==> config.mk <==
export PLATFORM = sky130hd
export DESIGN_NAME = changeover_remote_port
export DESIGN_NICKNAME = d
export VERILOG_FILES = /design/src/rtl/changeover_pkg.sv /design/src/rtl/changeover_remote_port.sv
export SDC_FILE = /design/constraint.sdc
export NUM_CORES = 1
export LEC_CHECK = 0
export ABC_AREA = 1
export CAP_MARGIN = 10
export CORE_MARGIN = 5
export CORE_UTILIZATION = 65
export CTS_BUF_LIST = sky130_fd_sc_hd__clkbuf_8 sky130_fd_sc_hd__clkbuf_16
export DETAILED_ROUTE_END_ITERATION = 8
export DONT_BUFFER_PORTS = 1
export GPL_ROUTABILITY_DRIVEN = 0
export GPL_TIMING_DRIVEN = 0
export PLACE_DENSITY = 0.81
export RECOVER_POWER = 100
export SYNTH_ARGS = -nofsm -noshare
export SYNTH_HDL_FRONTEND = slang
export SYNTH_SLANG_ARGS = --single-unit
==> constraint.sdc <==
create_clock -name clock -period 1.76 [get_ports clock]
set_clock_uncertainty 0.1 [all_clocks]
set_input_delay 0.528 -clock clock [delete_from_list [all_inputs] [get_ports clock]]
set_output_delay 0.528 -clock clock [all_outputs]
set_load 0.05 [all_outputs]
==> src/rtl/changeover_pkg.sv <==
package changeover_pkg;

	// system clock rate and input filter time
	localparam int CLOCK_MHZ = 50;
	localparam int DEBOUNCE_NS = 10000;
	localparam int DEBOUNCE_CYC = (DEBOUNCE_NS * CLOCK_MHZ + 999) / 1000;
	localparam int DEBOUNCE_W = $clog2(DEBOUNCE_CYC + 1);

	// output channels that carry an amplifier alarm
	localparam int FIRST_OUT_CH = 3;
	localparam int LAST_OUT_CH = 11;
	localparam int NUM_OUT_CH = LAST_OUT_CH - FIRST_OUT_CH + 1;

	// positions inside the filtered remote input vector
	localparam int IDX_FAILOVER = 0;
	localparam int IDX_TOGGLE = 1;
	localparam int IDX_RESET = 2;
	localparam int NUM_REMOTE = 3;

	typedef enum logic {
		fault_only_mode,
		fault_plus_alarm_mode
	} report_mode_t;

	typedef enum logic {
		main_input,
		spare_input
	} source_t;

	// active-low remote pins, high when open
	typedef struct packed {
		logic reset_n;
		logic source_toggle_n;
		logic failover_enable_n;
	} remote_in_t;

	// settings that come either from panel switches or from the network
	typedef struct packed {
		report_mode_t report_mode_switch;
		logic out_alarm_en;
	} settings_t;

	localparam remote_in_t REMOTE_IDLE = '{reset_n: 1'b1, source_toggle_n: 1'b1,
		failover_enable_n: 1'b1};
	localparam settings_t NET_SET_RESET = '{report_mode_switch: fault_only_mode,
		out_alarm_en: 1'b1};
	localparam source_t SOURCE_RESET = main_input;

endpackage : changeover_pkg

==> src/rtl/changeover_remote_port.sv <==
// Contract
// - panel on switch_on_fault: low remote enable disables failover, high restores it
// - panel failover disabled: remote failover-enable input is ignored
// - every separate low on the toggle input held past the filter time flips the selected source once
// - main-selected output high from one cycle after main_input is selected, low during reset
// - spare-selected output high from one cycle after spare_input is selected, low during reset
// - fault-only mode: fault on main or spare drives the fault flag high
// - fault-plus-alarm mode: channel 3..11 or supply alarms also raise the flag
// - fault flag stays latched after recovery until an explicit error reset
// - low level on the remote reset input clears the latched fault state
// - isolated contact open normally, conducts on flag condition or when unpowered
// - output alarm indication off: only supply alarms count toward the flag
// - network settings apply only while control selection is remote
// - switching local to remote restores the last remote settings
// - active failover moves away from a faulty selected source automatically while the other source is not faulty
`timescale 1ns/1ps
`default_nettype none

module changeover_remote_port
	import changeover_pkg::*;
(
	input wire logic clock,
	input wire logic srst,
	input wire remote_in_t remote_in,
	input wire logic panel_failover_on,
	input wire logic control_remote,
	input wire settings_t local_set,
	input wire logic net_wr,
	input wire settings_t net_set,
	input wire logic main_fault,
	input wire logic spare_fault,
	input wire logic [NUM_OUT_CH-1:0] chan_alarm,
	input wire logic psu_alarm,
	output logic main_sel_out,
	output logic spare_sel_out,
	output logic fault_flag_out,
	output logic isolated_fault_pos,
	output logic isolated_fault_neg,
	output logic failover_active
);

	logic [NUM_REMOTE-1:0] sync1_q;
	logic [NUM_REMOTE-1:0] sync2_q;
	logic [NUM_REMOTE-1:0] filt_q;
	logic toggle_prev_q;
	logic toggle_fall;
	source_t sel_q;
	source_t sel_d;
	logic auto_switch;
	settings_t remote_set_q;
	settings_t eff_set;
	logic main_seen_q;
	logic spare_seen_q;
	logic alarm_seen_q;
	logic alarm_now;
	logic flag_cond;

	always_ff @(posedge clock) begin
		if (srst) begin
			sync1_q <= REMOTE_IDLE;
			sync2_q <= REMOTE_IDLE;
		end else begin
			sync1_q <= remote_in;
			sync2_q <= sync1_q;
		end
	end

	// per-pin debounce
	// a level must hold for the whole window; short glitches never reach the logic
	for (genvar i = 0; i < NUM_REMOTE; i++) begin : g_filter
		logic [DEBOUNCE_W-1:0] cnt_q;
		always_ff @(posedge clock) begin
			if (srst) begin
				cnt_q <= '0;
				filt_q[i] <= 1'b1;
			end else if (sync2_q[i] == filt_q[i]) begin
				cnt_q <= '0;
			end else if (cnt_q == DEBOUNCE_W'(DEBOUNCE_CYC - 1)) begin
				cnt_q <= '0;
				filt_q[i] <= sync2_q[i];
			end else begin
				cnt_q <= cnt_q + 1'b1;
			end
		end
	end

	always_ff @(posedge clock) begin
		if (srst) begin
			toggle_prev_q <= 1'b1;
		end else begin
			toggle_prev_q <= filt_q[IDX_TOGGLE];
		end
	end

	assign toggle_fall = toggle_prev_q & ~filt_q[IDX_TOGGLE];

	always_ff @(posedge clock) begin
		if (srst) begin
			failover_active <= 1'b0;
		end else begin
			failover_active <= panel_failover_on & filt_q[IDX_FAILOVER];
		end
	end

	// leave a faulty source
	// no move when both sources fail; that would just swap one bad feed for another
	always_comb begin
		auto_switch = 1'b0;
		unique case (sel_q)
			main_input: auto_switch = failover_active & main_fault & ~spare_fault;
			spare_input: auto_switch = failover_active & spare_fault & ~main_fault;
		endcase
	end

	// automatic failover wins over a press landing in the same cycle
	always_comb begin
		sel_d = sel_q;
		if (auto_switch || toggle_fall) begin
			unique case (sel_q)
				main_input: sel_d = spare_input;
				spare_input: sel_d = main_input;
			endcase
		end
	end

	always_ff @(posedge clock) begin
		if (srst) begin
			sel_q <= SOURCE_RESET;
		end else begin
			sel_q <= sel_d;
		end
	end

	always_ff @(posedge clock) begin
		if (srst) begin
			main_sel_out <= 1'b0;
			spare_sel_out <= 1'b0;
		end else begin
			main_sel_out <= (sel_q == main_input);
			spare_sel_out <= (sel_q == spare_input);
		end
	end

	always_ff @(posedge clock) begin
		if (srst) begin
			remote_set_q <= NET_SET_RESET;
		end else if (net_wr && control_remote) begin
			remote_set_q <= net_set;
		end
	end

	assign eff_set = control_remote ? remote_set_q : local_set;

	assign alarm_now = psu_alarm | (eff_set.out_alarm_en & (|chan_alarm));

	// reset input clears, a new event wins
	always_ff @(posedge clock) begin
		if (srst) begin
			main_seen_q <= 1'b0;
			spare_seen_q <= 1'b0;
			alarm_seen_q <= 1'b0;
		end else begin
			main_seen_q <= main_fault | (main_seen_q & filt_q[IDX_RESET]);
			spare_seen_q <= spare_fault | (spare_seen_q & filt_q[IDX_RESET]);
			alarm_seen_q <= alarm_now | (alarm_seen_q & filt_q[IDX_RESET]);
		end
	end

	always_comb begin
		flag_cond = main_seen_q | spare_seen_q;
		unique case (eff_set.report_mode_switch)
			fault_only_mode: flag_cond = main_seen_q | spare_seen_q;
			fault_plus_alarm_mode: flag_cond = main_seen_q | spare_seen_q | alarm_seen_q;
		endcase
	end

	// contact conducts in reset, as when unpowered
	always_ff @(posedge clock) begin
		if (srst) begin
			fault_flag_out <= 1'b0;
			isolated_fault_pos <= 1'b1;
			isolated_fault_neg <= 1'b0;
		end else begin
			fault_flag_out <= flag_cond;
			isolated_fault_pos <= flag_cond;
			isolated_fault_neg <= ~flag_cond;
		end
	end

	AST_REMOTE_DISABLE: assert property (@(posedge clock) disable iff (srst)
		panel_failover_on && !filt_q[IDX_FAILOVER] |=> !failover_active)
		else $error("failover still active with remote enable low");

	AST_REMOTE_ENABLE: assert property (@(posedge clock) disable iff (srst)
		panel_failover_on && filt_q[IDX_FAILOVER] |=> failover_active)
		else $error("failover not restored with remote enable high");

	AST_PANEL_OFF: assert property (@(posedge clock) disable iff (srst)
		!panel_failover_on ##1 !panel_failover_on |-> !failover_active)
		else $error("remote input enabled failover while panel disabled");

	AST_TOGGLE: assert property (@(posedge clock) disable iff (srst)
		toggle_fall |=> sel_q != $past(sel_q))
		else $error("toggle press did not flip source");

	AST_MAIN_IND: assert property (@(posedge clock) disable iff (srst)
		sel_q == main_input |=> main_sel_out && !spare_sel_out)
		else $error("main indicator wrong");

	AST_SPARE_IND: assert property (@(posedge clock) disable iff (srst)
		sel_q == spare_input |=> spare_sel_out && !main_sel_out)
		else $error("spare indicator wrong");

	AST_FAULT_FLAG: assert property (@(posedge clock) disable iff (srst)
		main_fault || spare_fault |-> ##2 fault_flag_out)
		else $error("input fault did not raise flag");

	AST_ALARM_FLAG: assert property (@(posedge clock) disable iff (srst)
		psu_alarm ##1 eff_set.report_mode_switch == fault_plus_alarm_mode |=> fault_flag_out)
		else $error("alarm did not raise flag in alarm mode");

	AST_HOLD: assert property (@(posedge clock) disable iff (srst)
		main_seen_q && filt_q[IDX_RESET] |=> main_seen_q)
		else $error("fault latch dropped without reset");

	AST_CLEAR: assert property (@(posedge clock) disable iff (srst)
		!filt_q[IDX_RESET] && !main_fault && !spare_fault && !alarm_now
		|=> !main_seen_q && !spare_seen_q && !alarm_seen_q ##1 !fault_flag_out)
		else $error("error reset did not clear fault state");

	AST_CONTACT: assert property (@(posedge clock)
		srst || flag_cond |=> isolated_fault_pos && !isolated_fault_neg)
		else $error("isolated contact open during fault or reset");

	AST_CONTACT_PAIR: assert property (@(posedge clock) disable iff (srst)
		isolated_fault_pos != isolated_fault_neg)
		else $error("isolated contact pins not complementary");

	AST_ALARM_MASK: assert property (@(posedge clock) disable iff (srst)
		!alarm_seen_q && !eff_set.out_alarm_en && !psu_alarm |=> !alarm_seen_q)
		else $error("channel alarm counted while indication off");

	AST_NET_LOCAL: assert property (@(posedge clock) disable iff (srst)
		!control_remote |=> $stable(remote_set_q))
		else $error("network write took effect under local control");

	AST_NET_WRITE: assert property (@(posedge clock) disable iff (srst)
		control_remote && net_wr |=> remote_set_q == $past(net_set))
		else $error("network write lost under remote control");

	AST_RESTORE: assert property (@(posedge clock) disable iff (srst)
		!control_remote ##1 control_remote |-> eff_set == $past(remote_set_q))
		else $error("remote settings not restored");

	AST_AUTO: assert property (@(posedge clock) disable iff (srst)
		failover_active && sel_q == main_input && main_fault && !spare_fault
		|=> sel_q == spare_input)
		else $error("failover did not leave faulty source");

	AST_AUTO_SPARE: assert property (@(posedge clock) disable iff (srst)
		failover_active && sel_q == spare_input && spare_fault && !main_fault
		|=> sel_q == main_input)
		else $error("failover did not leave faulty spare source");

	AST_ONE_EDGE: assert property (@(posedge clock) disable iff (srst)
		toggle_fall |=> !toggle_fall [*2])
		else $error("held toggle produced more than one edge");

	AST_IDLE_HIGH: assert property (@(posedge clock)
		srst |=> filt_q == NUM_REMOTE'(REMOTE_IDLE) && !toggle_fall)
		else $error("remote inputs not idle after reset");

endmodule : changeover_remote_port

`default_nettype wire

# Yosys cells after proc, flatten, opt, wreduce, memory -nomap -nowiden

Cells that the tools add are included.

$add $sub $neg: 3
Bitwise gates (word level): 25
Eq/ne operators: 6
Muxes and demuxes: 4
Reduce and logical (&&, ||, !) cells: 9

Operators by type and width:

| kind                                                           | count |
|---|---|
| 9-bit by 1-bit adder with 9-bit output (second input constant) | 3 |
| 9-bit == test (second input constant)                          | 3 |
| 1-bit AND                                                      | 10 |
| 1-bit inverter                                                 | 9 |
| 3-bit OR reduction                                             | 3 |
| 9-bit OR reduction                                             | 1 |
| 1-bit bitwise OR                                               | 6 |
| 1-bit case mux with 2 select lines                             | 3 |
| 2-bit AND reduction                                            | 3 |
| 1-bit == test                                                  | 3 |
| 2-bit two-way mux                                              | 1 |
| 1-bit logical AND                                              | 1 |
| 1-bit logical OR                                               | 1 |

Register bits after elaboration: 49
Output and inout bits: 6

# Logic depth before layout (Yosys ltp)

Depth in word-level cells: 4
Depth in mapped cells: 7
Mapped depth without buffers: 7

# Least setup slack after synthesis

No wires, ideal clock.

Path type: reg-to-output
Start point: register failover_active
End point: output failover_active
Cell stages (with the launch flop): 1
Required time: 1.132 ns
Data arrival time: 0.619 ns
Path slack: 0.513 ns
Cell sequence: dfxtp_1

RTL lines:

| element                  | line                          | RTL |
|---|---|---|
| start: declaration       | changeover_remote_port.sv:39  | `output logic failover_active` |
| start signal: assignment | changeover_remote_port.sv:101 | `failover_active <= panel_failover_on & filt_q[IDX_FAILOVER];` |

No word-level cell between the ends.

# Worst setup path after layout

Start point: register failover_active
End point: output failover_active

No word-level cell between the ends.

==> results.toml <==
[logic_synthesis]
syn_nets = 285
synth_cell_type_count = 24
ys_ff_latch = 49
ys_seq_area_share_pct = 48.54
yosys-top-cells-area = "dfxtp_1 (49%), nand2_1 (10%), inv_1 (6.3%), nand3_1 (5.9%), nor2_1 (5.2%)"
netlist_area_mm2 = 0.002021
synthCells = 258
synthFlopType = "dfxtp_1"
synth-edff-count = 0
synth_common_cells = "nand2_1 (55), dfxtp_1 (49), inv_1 (34)"
synth.top_cell.area_share_pct = 48.54
yosysMostFrequentCell = "nand2_1"
async_flop_share_pct = 0
synth_top_cell_by_area = "dfxtp_1"
syn_avg_cell_area_um2 = 7.832
yosysWarningCount = 0

[flow_run]
drv_cap = 0

[min_path]
hold_class = "in2reg"

[cells_and_area]
antenna_cells = 0
postLayoutCoreUtil_pct = 71.28
drive_above_1_share_pct = 10.94
nets = 292
area_growth_pct = 6.811

[route]
viasPerCell = 4.883
drtAntennaViolNets = 0
dr.first_iter.drc_count = 131
first_pass_iters = 4
drt_wl_total_um = 3237
routedWlPerCell_um = 10.48
drc = 0
vias = 1509

[power_and_ir_drop]
switching_power_uw = 427.3
pwr-share-seq_pct = 58.9
power_density_mw_per_mm2 = 924.9
pwr-share-clk_pct = 38.3
vdd_ir_drop_max_v = 0.0007084
internal_power_uw = 1569
leakage_uw = 0.0009481
netSwitchingFraction_pct = 21.40
pwr-share-comb_pct = 2.8

[grt]
grt_usage_pct = 17.44
grt_antenna_before_repair = 0
overflow = 0
grt_max_degree = 15
grt_pass1_vias = 1357
grt_pass1_wl_um = 5789

[sta]
maxClockFrequency_mhz = 623.6
tightest_slew_ns = 0.5462
finalSetupViolCount = 0
maxSlewHeadroom_pct = 63.54
rsz0062_at_grt = "no"
fin_crit_sh_pct = 91.11
finalHoldViolations = 0
drv_slew = 0
setup_tns_ns = 0
period_minus_slack_ns = 1.604

[setup_path]
cp.required_ns = 1.13
crit_path_start_kind = "flip-flop"
critPathKind = "reg2out"
path_max_fanout = 3
worstPathArrival_ns = 0.98
worstSetupEndpointType = "output pin"

[floorplan]
core_area_mm2 = 0.003028
start_util_pct = 66.74
die_x_um = 65.76
dieArea_mm2 = 0.004324
die_height_um = 65.76
rows = 20
pin_count = 30

[clock_network]
hold_buffers = 0
cts_sinks = 49
cts_tree = "built"
clk_pin_slew_ns = 0.08
cts_resized = 0
cts_root_buffer = "clkbuf_8"
cts_buffers = 5
clk_latency_ns = 0.30
cts_htree_levels = 2
cts_buffer_depth = 2
postCtsSetupRepairBufs = 0

[placed_design]
portBuffers = 0
hpwl_um = 2417

[status]
outcome = "complete, no violations"
cell families (layout without fill, tap and decap cells):
family	after synthesis	after routing	share of synthesized area [%]
AO/OA/AOI/OAI	24	24	6.254
XOR/XNOR	10	10	4.334
AND/OR/NAND/NOR	134	134	31.89
flip-flops	49	49	48.54
buffers and inverters	38	45	7.120
adder cells (fa/ha/maj)	3	3	1.858
area by class of cell:
class	instances	area, um2
inverters	37	138.9
well taps	44	55.05
multi-input cells	171	875.8
clock inverters	2	35.03
flip-flops and latches	49	980.9
plain buffers	1	3.754
fillers	242	869.6
clock buffers	5	68.82
power by group through the flow:
stage	clock, uW	sequential (uW)	combinational (uW)
after floorplan	0	1200	46.9
after global placement	0	1200	54.3
after detailed placement	0	1200	57.4
after CTS	784	1180	57.8
after global routing	833	1180	66.6
final	764	1180	56.2
through the flow:
step	hold slack (ns)	cells	worst slack (ns)	area, um2	power [uW]
floorplan	0.2895	258	0.5133	2021	1246
global placement	0.2920	302	0.4206	2076	1257
detailed placement	0.2955	302	0.3852	2076	1260
CTS	0.2145	309	0.1413	2180	2018
global route	0.2137	309	0.09820	2158	2078
finish	0.2222	309	0.1564	2158	1996
path summary, 6_finish.rpt:
kind | depth (start not counted) | to | startpoint | slack (ns)
setup / recovery | 0 | failover_active | failover_active$_SDFF_PP0_ | 0.16
hold / removal | 1 | sync1_q[1]$_SDFF_PP1_ | remote_in[1] | 0.22
hold reg to reg | 1 | sync2_q[2]$_SDFF_PP1_ | sync1_q[2]$_SDFF_PP1_ | 0.32
setup reg to reg | 6 | g_filter[1].cnt_q[7]$_SDFF_PP0_ | g_filter[1].cnt_q[0]$_SDFF_PP0_ | 0.20
flip-flops by register name, summed over array words and instances, names as in the netlist, 2 cells and up:
register        flops
remote_set_q        2
sync1_q             3
filt_q              3
g_filter.cnt_q     27
sync2_q             3
cells in the final DEF, fill, tap and decap left out, types with 3 or more instances in the layout:
master	netlist	routed
nand2_1	55	55
nand2_2	4	5
or2_2	10	10
a21oi_1	18	18
nor2_1	28	28
xor2_1	10	10
clkbuf_8	0	5
inv_1	34	35
nor3_1	0	3
o21ai_0	4	4
ha_1	3	3
dfxtp_1	49	49
nand3_1	24	24
routing by layer:
layer | vias up | GRT usage [%] | wire (um) | part of all wire (%)
li1 | 817 | - | - | -
met1 | 664 | 21.57 | 1487 | 46
met2 | 20 | 27.16 | 1535 | 47
met3 | 8 | 6.154 | 152 | 4.7
met4 | 0 | 7.772 | 61 | 1.9
met5 | - | 0 | 0 | 0
(Power assumes the default switching activity.)
